## config.mk

```make
export PLATFORM = sky130hd
export DESIGN_NAME = cbc_top
export DESIGN_NICKNAME = d
export VERILOG_FILES = /design/src/cbc_pkg.sv /design/src/cbc_tick_if.sv /design/src/cbc_top.sv /design/src/cbc_tick_gen.sv /design/src/cbc_scan_eval.sv
export SDC_FILE = /design/constraint.sdc
export NUM_CORES = 1
export LEC_CHECK = 0
export BUFFER_PORTS_ARGS = -buffer_cell sky130_fd_sc_hd__buf_2
export CAP_MARGIN = 0
export CORE_AREA = 3 3 200 202
export DETAILED_ROUTE_END_ITERATION = 6
export DIE_AREA = 0 0 203 205
export GPL_TIMING_DRIVEN = 0
export PLACE_DENSITY = 0.82
export SLEW_MARGIN = 20
export SYNTH_ARGS = -nofsm -noshare
export SYNTH_HDL_FRONTEND = slang
export SYNTH_SLANG_ARGS = --single-unit
export TNS_END_PERCENT = 5
```

## constraint.sdc

```tcl
create_clock -name clk_in -period 38.2 [get_ports clk_in]
set_input_delay 1.91 -clock clk_in [delete_from_list [all_inputs] [get_ports clk_in]]
set_output_delay 1.91 -clock clk_in [all_outputs]
set_load 0.01 [all_outputs]
```

## src/cbc_pkg.sv

```systemverilog
package cbc_pkg;
  localparam int NUM_CELLS = 8;
  localparam int VOLT_W    = 12;
  localparam int NUM_TEMPS = 2;
  localparam int PERIOD_W  = 10;
  localparam int SCALE_W   = 2;
  localparam int TIMER_W   = 12;
  localparam int COUNT_W   = 4;
  localparam int NUM_TICKS = 4;

  // Per-cell manual output register
  localparam logic [7:0] MANUAL_OUT_ADDR  = 8'h84;
  localparam logic [7:0] MANUAL_OUT_RESET = 8'h00;
  localparam logic [7:0] RDATA_UNMAPPED   = 8'h00;

  // Timer setting layout: scale above a period count
  localparam int PERIOD_LSB = 0;
  localparam int SCALE_LSB  = 10;

  // Scale encodings, also the index into the tick bus
  localparam logic [1:0] SCALE_US  = 2'h0;
  localparam logic [1:0] SCALE_MS  = 2'h1;
  localparam logic [1:0] SCALE_S   = 2'h2;
  localparam logic [1:0] SCALE_MIN = 2'h3;

  // Timing
  localparam int CLK_HZ     = 125_000_000;
  localparam int CYC_PER_US = CLK_HZ / 1_000_000;
  localparam int US_PER_MS  = 1000;
  localparam int MS_PER_S   = 1000;
  localparam int S_PER_MIN  = 60;

  // Threshold hysteresis, 12-bit code = mV * 4095 * 3 / (1800 * 8)
  localparam int          HYST_MV   = 117;
  localparam logic [12:0] HYST_CODE = 13'(HYST_MV * 4095 * 3 / (1800 * 8));

  typedef enum logic [1:0] {PH_IDLE, PH_ON, PH_OFF} cbc_phase_t;
endpackage

```

## src/cbc_tick_if.sv

```systemverilog
`timescale 1ns/100ps
interface cbc_tick_if;
  logic [3:0] tick;
  modport src (output tick);
  modport snk (input tick);
endinterface

```

## src/cbc_top.sv

```systemverilog
`timescale 1ns/100ps
// Function
// - With auto balancing on, evaluate balance conditions once per voltage scan.
// - At scan end, compute and store lowest and highest configured cell voltage.
// - Flag each cell above the lowest by more than the lower delta.
// - Any cell above lowest by more than upper delta sets failure, stops balancing.
// - Highest below minimum sets too-low and stops; clears above minimum plus 117mV.
// - Lowest above maximum sets too-high and stops; clears below maximum minus 117mV.
// - Only configured cells take part; absent cells are never auto-balanced.
// - Any number of flagged cells may balance at once.
// - Cell selection refreshed at each on-period start, held for the period.
// - Temperature outside the programmed window disables balancing.
// - All three enable bits zero means never balance automatically.
// - Charge-only mode: no balancing without charge current, except at full.
// - Discharge-only mode: no balancing without discharge current, except at full.
// - Both modes: balance with either current, never with none, except at full.
// - Enable needs exactly one current direction with its matching enable bit.
// - At-full bit with end of charge enables regardless of current direction.
// - Force-off input disables every cell output regardless of anything else.
// - Outside override, outputs drive only during on-timer; all off during off-timer.
// - Timer setting is 2-bit scale (us, ms, s, min) plus 10-bit count.
// - Host override bit stops automatic balancing.
// - In override, each bit of register 84h drives one cell output.
// - Outputs follow the manual pattern only once the output-enable bit is set.
// - Watchdog timeout forces all outputs off until communication resumes.
// - Override stays set after timeout; outputs may return when allowed.
module cbc_top
  import cbc_pkg::*;
(
  input  wire logic                        clk_in,
  input  wire logic                        srst_in,
  input  wire logic                        scan_done_in,
  input  wire logic [NUM_CELLS*VOLT_W-1:0] cell_volt_in,
  input  wire logic [COUNT_W-1:0]          cell_count_in,
  input  wire logic [VOLT_W-1:0]           balance_lower_delta_in,
  input  wire logic [VOLT_W-1:0]           balance_upper_delta_in,
  input  wire logic [VOLT_W-1:0]           balance_min_voltage_in,
  input  wire logic [VOLT_W-1:0]           balance_max_voltage_in,
  input  wire logic [NUM_TEMPS*VOLT_W-1:0] temp_reading_in,
  input  wire logic [VOLT_W-1:0]           balance_low_temp_limit_in,
  input  wire logic [VOLT_W-1:0]           balance_high_temp_limit_in,
  input  wire logic                        balance_in_charge_enable_in,
  input  wire logic                        balance_in_discharge_enable_in,
  input  wire logic                        balance_at_full_enable_in,
  input  wire logic                        charging_detected_in,
  input  wire logic                        discharging_detected_in,
  input  wire logic                        end_of_charge_in,
  input  wire logic                        force_outputs_off_in,
  input  wire logic [TIMER_W-1:0]          balance_on_period_in,
  input  wire logic [TIMER_W-1:0]          balance_off_period_in,
  input  wire logic                        host_balance_override_in,
  input  wire logic                        manual_balance_output_enable_in,
  input  wire logic                        i2c_watchdog_timeout_in,
  input  wire logic                        reg_wr_in,
  input  wire logic [7:0]                  reg_addr_in,
  input  wire logic [7:0]                  reg_wdata_in,
  output logic      [7:0]                  reg_rdata_out,
  output logic      [NUM_CELLS-1:0]        cell_balance_out,
  output logic                             balance_on_phase_out,
  output logic      [VOLT_W-1:0]           lowest_cell_voltage_out,
  output logic      [VOLT_W-1:0]           highest_cell_voltage_out,
  output logic      [NUM_CELLS-1:0]        cell_needs_balance_flag_out,
  output logic                             cell_imbalance_fail_flag_out,
  output logic                             balance_too_low_flag_out,
  output logic                             balance_too_high_flag_out
);

  ////////////////////////////////////////////////////////////////////////////////
  // Declarations

  cbc_tick_if tick_bus ();

  cbc_phase_t           phase_r;
  cbc_phase_t           phase_nxt;
  logic [PERIOD_W-1:0]  cnt_r;
  logic [PERIOD_W-1:0]  cnt_nxt;
  logic [NUM_CELLS-1:0] sel_r;
  logic [NUM_CELLS-1:0] sel_nxt;
  logic [NUM_CELLS-1:0] manual_r;
  logic [NUM_CELLS-1:0] out_nxt;
  logic [7:0]           rdata_nxt;
  logic                 auto_active;
  logic                 eval_update;
  logic                 any_mode;
  logic                 eoc_enable;
  logic                 dir_enable;
  logic                 bal_enable;
  logic [NUM_TEMPS-1:0] temp_in_window;
  logic                 temp_ok;
  logic                 auto_gate;
  logic                 kill;
  logic [NUM_CELLS-1:0] auto_drive;
  logic [NUM_CELLS-1:0] manual_drive;
  logic [PERIOD_W-1:0]  on_count;
  logic [PERIOD_W-1:0]  off_count;
  logic [SCALE_W-1:0]   on_scale;
  logic [SCALE_W-1:0]   off_scale;
  logic [SCALE_W-1:0]   run_scale;
  logic                 run_tick;
  logic                 cnt_zero;
  logic                 manual_hit;

  ////////////////////////////////////////////////////////////////////////////////
  // Submodules

  cbc_tick_gen u_tick (
    .clk_in  (clk_in),
    .srst_in (srst_in),
    .tk      (tick_bus)
  );

  cbc_scan_eval u_eval (
    .clk_in         (clk_in),
    .srst_in        (srst_in),
    .update_in      (eval_update),
    .cell_volt_in   (cell_volt_in),
    .cell_count_in  (cell_count_in),
    .lower_delta_in (balance_lower_delta_in),
    .upper_delta_in (balance_upper_delta_in),
    .min_voltage_in (balance_min_voltage_in),
    .max_voltage_in (balance_max_voltage_in),
    .lowest_out     (lowest_cell_voltage_out),
    .highest_out    (highest_cell_voltage_out),
    .needs_out      (cell_needs_balance_flag_out),
    .fail_out       (cell_imbalance_fail_flag_out),
    .too_low_out    (balance_too_low_flag_out),
    .too_high_out   (balance_too_high_flag_out)
  );

  ////////////////////////////////////////////////////////////////////////////////
  // Balance permission

  assign any_mode    = balance_in_charge_enable_in | balance_in_discharge_enable_in
                     | balance_at_full_enable_in;
  assign auto_active = !host_balance_override_in && any_mode;
  assign eval_update = scan_done_in && auto_active;
  assign eoc_enable  = balance_at_full_enable_in && end_of_charge_in;
  assign dir_enable  = (charging_detected_in ^ discharging_detected_in)
                     && ((charging_detected_in && balance_in_charge_enable_in)
                     || (discharging_detected_in && balance_in_discharge_enable_in));
  assign bal_enable  = eoc_enable || dir_enable;

  // Readings are thermistor voltages: hotter reads lower
  genvar ti;
  generate
    for (ti = 0; ti < NUM_TEMPS; ti++) begin : g_temp
      logic [VOLT_W-1:0] t;
      assign t = temp_reading_in[ti*VOLT_W +: VOLT_W];
      assign temp_in_window[ti] = (t <= balance_low_temp_limit_in)
                               && (t >= balance_high_temp_limit_in);
    end
  endgenerate

  assign temp_ok   = &temp_in_window;
  assign auto_gate = bal_enable && temp_ok && !cell_imbalance_fail_flag_out
                  && !balance_too_low_flag_out && !balance_too_high_flag_out;

  ////////////////////////////////////////////////////////////////////////////////
  // On/off period timer

  assign on_count  = balance_on_period_in[PERIOD_LSB +: PERIOD_W];
  assign off_count = balance_off_period_in[PERIOD_LSB +: PERIOD_W];
  assign on_scale  = balance_on_period_in[SCALE_LSB +: SCALE_W];
  assign off_scale = balance_off_period_in[SCALE_LSB +: SCALE_W];
  assign run_scale = (phase_r == PH_ON) ? on_scale : off_scale;
  assign run_tick  = tick_bus.tick[run_scale];
  assign cnt_zero  = (cnt_r == '0);

  always_comb begin
    phase_nxt = phase_r;
    cnt_nxt   = cnt_r;
    sel_nxt   = sel_r;
    if (!auto_active) begin
      phase_nxt = PH_IDLE;
      cnt_nxt   = '0;
      sel_nxt   = '0;
    end else begin
      case (phase_r)
        PH_IDLE: begin
          phase_nxt = PH_ON;
          cnt_nxt   = on_count;
          sel_nxt   = cell_needs_balance_flag_out;
        end
        PH_ON: begin
          if (cnt_zero) begin
            phase_nxt = PH_OFF;
            cnt_nxt   = off_count;
          end else if (run_tick) begin
            cnt_nxt = cnt_r - 10'h001;
          end
        end
        PH_OFF: begin
          if (cnt_zero) begin
            phase_nxt = PH_ON;
            cnt_nxt   = on_count;
            sel_nxt   = cell_needs_balance_flag_out;
          end else if (run_tick) begin
            cnt_nxt = cnt_r - 10'h001;
          end
        end
        default: begin
          phase_nxt = PH_IDLE;
          cnt_nxt   = '0;
          sel_nxt   = '0;
        end
      endcase
    end
  end

  ////////////////////////////////////////////////////////////////////////////////
  // Output selection

  assign kill         = force_outputs_off_in || i2c_watchdog_timeout_in;
  // Every selected cell drives together, no count limit
  assign auto_drive   = (phase_r == PH_ON) ? (sel_r & {NUM_CELLS{auto_gate}})
                                           : '0;
  assign manual_drive = manual_balance_output_enable_in ? manual_r : '0;
  assign out_nxt      = kill ? '0
                      : host_balance_override_in ? manual_drive : auto_drive;

  ////////////////////////////////////////////////////////////////////////////////
  // Register port

  assign manual_hit = (reg_addr_in == MANUAL_OUT_ADDR);
  assign rdata_nxt  = manual_hit ? manual_r : RDATA_UNMAPPED;

  always_ff @(posedge clk_in) begin
    if (srst_in) begin
      manual_r <= MANUAL_OUT_RESET;
    end else if (reg_wr_in && manual_hit) begin
      manual_r <= reg_wdata_in;
    end
  end

  ////////////////////////////////////////////////////////////////////////////////
  // State and outputs

  always_ff @(posedge clk_in) begin
    if (srst_in) begin
      phase_r              <= PH_IDLE;
      cnt_r                <= '0;
      sel_r                <= '0;
      cell_balance_out     <= '0;
      balance_on_phase_out <= 1'b0;
      reg_rdata_out        <= RDATA_UNMAPPED;
    end else begin
      phase_r              <= phase_nxt;
      cnt_r                <= cnt_nxt;
      sel_r                <= sel_nxt;
      cell_balance_out     <= out_nxt;
      balance_on_phase_out <= (phase_nxt == PH_ON);
      reg_rdata_out        <= rdata_nxt;
    end
  end
endmodule // cbc_top

```

## src/cbc_tick_gen.sv

```systemverilog
`timescale 1ns/100ps
module cbc_tick_gen
  import cbc_pkg::*;
(
  input  wire logic clk_in,
  input  wire logic srst_in,
  cbc_tick_if.src   tk
);
  logic [6:0] us_cnt_r;
  logic [9:0] ms_cnt_r;
  logic [9:0] s_cnt_r;
  logic [5:0] min_cnt_r;
  logic [3:0] tick_r;
  logic       us_wrap;
  logic       ms_wrap;
  logic       s_wrap;
  logic       min_wrap;

  assign us_wrap  = (us_cnt_r == 7'(CYC_PER_US - 1));
  assign ms_wrap  = us_wrap && (ms_cnt_r == 10'(US_PER_MS - 1));
  assign s_wrap   = ms_wrap && (s_cnt_r == 10'(MS_PER_S - 1));
  assign min_wrap = s_wrap && (min_cnt_r == 6'(S_PER_MIN - 1));
  assign tk.tick  = tick_r;

  always_ff @(posedge clk_in) begin
    if (srst_in) begin
      us_cnt_r  <= '0;
      ms_cnt_r  <= '0;
      s_cnt_r   <= '0;
      min_cnt_r <= '0;
      tick_r    <= '0;
    end else begin
      us_cnt_r  <= us_wrap ? '0 : us_cnt_r + 7'h01;
      if (us_wrap) ms_cnt_r  <= ms_wrap ? '0 : ms_cnt_r + 10'h001;
      if (ms_wrap) s_cnt_r   <= s_wrap ? '0 : s_cnt_r + 10'h001;
      if (s_wrap)  min_cnt_r <= min_wrap ? '0 : min_cnt_r + 6'h01;
      tick_r    <= {min_wrap, s_wrap, ms_wrap, us_wrap};
    end
  end
endmodule // cbc_tick_gen

```

## src/cbc_scan_eval.sv

```systemverilog
`timescale 1ns/100ps
module cbc_scan_eval
  import cbc_pkg::*;
(
  input  wire logic                        clk_in,
  input  wire logic                        srst_in,
  input  wire logic                        update_in,
  input  wire logic [NUM_CELLS*VOLT_W-1:0] cell_volt_in,
  input  wire logic [COUNT_W-1:0]          cell_count_in,
  input  wire logic [VOLT_W-1:0]           lower_delta_in,
  input  wire logic [VOLT_W-1:0]           upper_delta_in,
  input  wire logic [VOLT_W-1:0]           min_voltage_in,
  input  wire logic [VOLT_W-1:0]           max_voltage_in,
  output logic      [VOLT_W-1:0]           lowest_out,
  output logic      [VOLT_W-1:0]           highest_out,
  output logic      [NUM_CELLS-1:0]        needs_out,
  output logic                             fail_out,
  output logic                             too_low_out,
  output logic                             too_high_out
);
  logic [VOLT_W-1:0]    min_chain [NUM_CELLS+1];
  logic [VOLT_W-1:0]    max_chain [NUM_CELLS+1];
  logic [NUM_CELLS-1:0] present;
  logic [NUM_CELLS-1:0] over_lower;
  logic [NUM_CELLS-1:0] over_upper;
  logic [VOLT_W-1:0]    cur_min;
  logic [VOLT_W-1:0]    cur_max;
  logic                 uv_nxt;
  logic                 ov_nxt;

  assign min_chain[0] = {VOLT_W{1'b1}};
  assign max_chain[0] = '0;

  genvar gi;
  generate
    for (gi = 0; gi < NUM_CELLS; gi++) begin : g_cell
      logic [VOLT_W-1:0] v;
      logic [VOLT_W-1:0] diff;
      assign v  = cell_volt_in[gi*VOLT_W +: VOLT_W];
      assign present[gi] = (COUNT_W'(gi) < cell_count_in);
      assign min_chain[gi+1] = (present[gi] && v < min_chain[gi]) ? v : min_chain[gi];
      assign max_chain[gi+1] = (present[gi] && v > max_chain[gi]) ? v : max_chain[gi];
      assign diff = v - cur_min;
      assign over_lower[gi] = present[gi] && (diff > lower_delta_in);
      assign over_upper[gi] = present[gi] && (diff > upper_delta_in);
    end
  endgenerate

  assign cur_min = min_chain[NUM_CELLS];
  assign cur_max = max_chain[NUM_CELLS];
  // Hysteresis: set below / above threshold, clear only past the band
  assign uv_nxt = too_low_out ? ({1'b0, cur_max} <= {1'b0, min_voltage_in} + HYST_CODE)
                              : (cur_max < min_voltage_in);
  assign ov_nxt = too_high_out ? ({1'b0, cur_min} + HYST_CODE >= {1'b0, max_voltage_in})
                               : (cur_min > max_voltage_in);

  always_ff @(posedge clk_in) begin
    if (srst_in) begin
      lowest_out   <= '0;
      highest_out  <= '0;
      needs_out    <= '0;
      fail_out     <= 1'b0;
      too_low_out  <= 1'b0;
      too_high_out <= 1'b0;
    end else if (update_in) begin
      lowest_out   <= cur_min;
      highest_out  <= cur_max;
      needs_out    <= over_lower;
      fail_out     <= |over_upper;
      too_low_out  <= uv_nxt;
      too_high_out <= ov_nxt;
    end
  end
endmodule // cbc_scan_eval

```

==> results.md <==
- Post-route ant nets: 0
- First drt pass iteration count: 7
- CTS Root Cell: clkbuf_16
- Outcome: finished with violations
- Fin Setup TNS: 0 ns
- RSZ-0062 raised after global routing: false
- Vias in the first global route: approximately 25000
- Worst slew pin tran: approximately 1.1 ns
- Crit path launch type: input port
- Avg Cell Area, Syn: 7.48 um^2
- Layout area overhead: 12.6%
- Grt total ovfl: 0
- Area fraction of the dominant cell type after synthesis: between 20% and 30%
- Tmin final: roughly 28 ns
- Seq cells post-synth: roughly 120
- Worst Hold Class: reg -> reg
- Total number of vias: between 20000 and 30000
- HPWL Detailed: 72300 um
- Initial antenna violation count: 3
- Routed len/inst: roughly 22 um
- Most common cell in the netlist: ha_1
- WL final: 87200 um
- Cell Pwr Density: 106 nW/um^2
- Crit share post-route: approximately 73%
- Crit path buffers/inverters: 25
- Setup crit end kind: flip-flop
- Seq/Total Area, Yosys: between 10% and 20%
- Final hold vios: 0
- Critical Path AT: 28.27 ns
- Mapped Cells: between 3000 and 4000
- Predominant post-synthesis flop cell: dfxtp_1
- F_max: 35.7 MHz
- Post-CTS setup buffer count: 0
- Net count of the mapped netlist: ~3800
- Crit path largest cell delay: 0.94 ns
- Endpoints failing setup: 0
- I/O pins: between 300 and 400
- Area contributors post-synth: ha_1 (28%), dfxtp_1 (10%), a21oi_1 (5.3%)
- Maxcap violations: 0
- DRC viols: 3
- Worst VDD drop: ~0.064 mV
- Fill count: about 3300
- Final Skew: ~0.015 ns
- Max-slew headroom: about a quarter
- CP max stage cell: a2111oi_0
- Clock Path Buffers: 2
- GP Congestion: between 1 and 1.5
- Site Rows: 72
- Layout cells sized above 1: between 10% and 20%
- CTS Buf Count: 17
- Resized Gates After CTS: 0
- Worst-path clk slew: 0.06 ns
- Hold_ws: about 0.46 ns
- Largest net degree at the start of global routing: 17
- Yosys Warn Count: 0
- Die W: approximately 200 um
- Post-CTS Hold Buffers: 0
- Synth cell count leaders: ha_1 (514), nor2_1 (287), inv_1 (253)
- Yosys cell types: 96
- Die H: around 210 um
- Number of clock sinks: ~120
- Crit path kind: in -> reg
- CP Max Fanout: 10
- Max-slew violation count: 0
- Starting DRC count in detailed routing: 2715
- Via density: approximately 6.6
- Family with the most delay on the worst path: compound AO/OA/AOI/OAI gates
- First-pass GRT wire length: approximately 130000 um
- Largest area contributor in the netlist: ha_1
- Lkg Pwr: between 10 and 15 nW
- CTS tree: done
- Starting Density: between 50% and 60%
- Total core area: 38500 um^2
- Total Routing Usage GR: about 40%
- Critical Path RT: 38.45 ns
- Final net count: 4153
- Die area: between 40000 and 50000 um^2
- H-Tree Depth: 4
- EDFF count, synth: 0
- Port Buffers: 296
- Violated checks: DRC
- Ys async rst share: 0%
- Cell area after synthesis: around 23000 um^2
- Skew-Pair Late Insertion Delay: 0.43 ns
==> kinds of logic after synthesis <==
logic type / synth area share, %
compound gates: 24.5
mux: 3.83
buf+inv: 5.72
simple gates: 21.9
fa+ha+maj: 28.5
flops: 10.2
xor+xnor: 5.24
==> where the power goes <==
part           internal [mW]  switching [mW]
Sequential             0.131         0.00951
Clock                 0.0993          0.0674
Combinational          0.983            1.45
==> cell usage in the layout (no fill, tap or decap), types with 101 or more instances in the layout <==
| master | netlist | final |
|---|---|---|
| nor2_1 | 287 | 287 |
| buf_2 | 13 | 309 |
| ha_1 | 514 | 514 |
| a21o_1 | 120 | 120 |
| a21oi_1 | 242 | 242 |
| nand2_1 | 204 | 204 |
| xnor2_1 | 101 | 101 |
| o21ai_0 | 169 | 166 |
| dfxtp_1 | 117 | 117 |
| nor3_1 | 120 | 120 |
| inv_1 | 253 | 253 |
==> layout make-up <==
class	count	area, um^2	share of cell area (%)
Antenna cell	3	7.51	0.0291
Buffer	85	350	1.36
Clock buffer	17	425	1.65
Clock inverter	15	185	0.718
Inverter	256	961	3.73
Multi-Input combinational cell	2607	19300	74.8
Sequential cell	117	2340	9.08
Tap cell	518	648	2.51
Timing Repair Buffer	305	1580	6.11
==> state kept, by name, summed over array words and instances, names as in the netlist, 4 cells and up <==
| signal | flops |
|---|---|
| cnt_r | 10 |
| u_eval.needs_out | 8 |
| u_tick.min_cnt_r | 6 |
| cell_balance_out | 8 |
| u_tick.tk.tick | 4 |
| manual_r | 8 |
| u_tick.ms_cnt_r | 10 |
| reg_rdata_out | 8 |
| u_tick.us_cnt_r | 7 |
| sel_r | 8 |
| u_tick.s_cnt_r | 10 |
| u_eval.highest_out | 12 |
| u_eval.lowest_out | 12 |
==> worst paths after layout <==
path	from	to	slack, ns	cells past startpoint
max reg2reg	phase_r[0]$_SDFF_PP0_	cnt_r[7]$_SDFF_PP0_	34.61	14
max	cell_count_in[3]	u_eval.fail_out$_SDFFE_PP0P_	10.19	103
min reg2reg	u_eval.lowest_out[2]$_SDFFE_PP0P_	u_eval.lowest_out[2]$_SDFFE_PP0P_	0.46	2
min	u_eval.lowest_out[2]$_SDFFE_PP0P_	u_eval.lowest_out[2]$_SDFFE_PP0P_	0.46	2
==> through the flow <==
step | worst slack, ns | power, mW | instance area [um^2] | std cells | util [%]
2_1_floorplan | 16.23 | 1.83 | 22900 | 3065 | -
3_3_place_gp | 10.06 | 2.32 | 25000 | 3879 | 65.1
3_5_place_dp | 10.74 | 2.47 | 25200 | 3888 | 65.4
4_1_cts | 11.10 | 2.65 | 25800 | 3920 | 67.0
5_1_grt | 8.65 | 2.98 | 25800 | 3922 | 67.0
6_report | 10.19 | 2.74 | 25800 | 3923 | 67.1
==> per-layer routing <==
layer	wire (um)	global-route usage, %	up-vias
met5	7	0	-
met4	4360	18.2	2
met3	9370	6.91	309
met2	38000	64.5	1520
met1	35400	52.2	11949
li1	-	-	11959
==> tightest hold or removal path, delay by kind of cell (launching register included) <==
| family | cells | cell delay, ns |
|---|---|---|
| and+or+nand+nor | 1 | 0.05 |
| AOI/OAI and AO/OA | 1 | 0.06 |
| DFF | 1 | 0.30 |
Note: power is estimated with default switching activity, not from simulation.
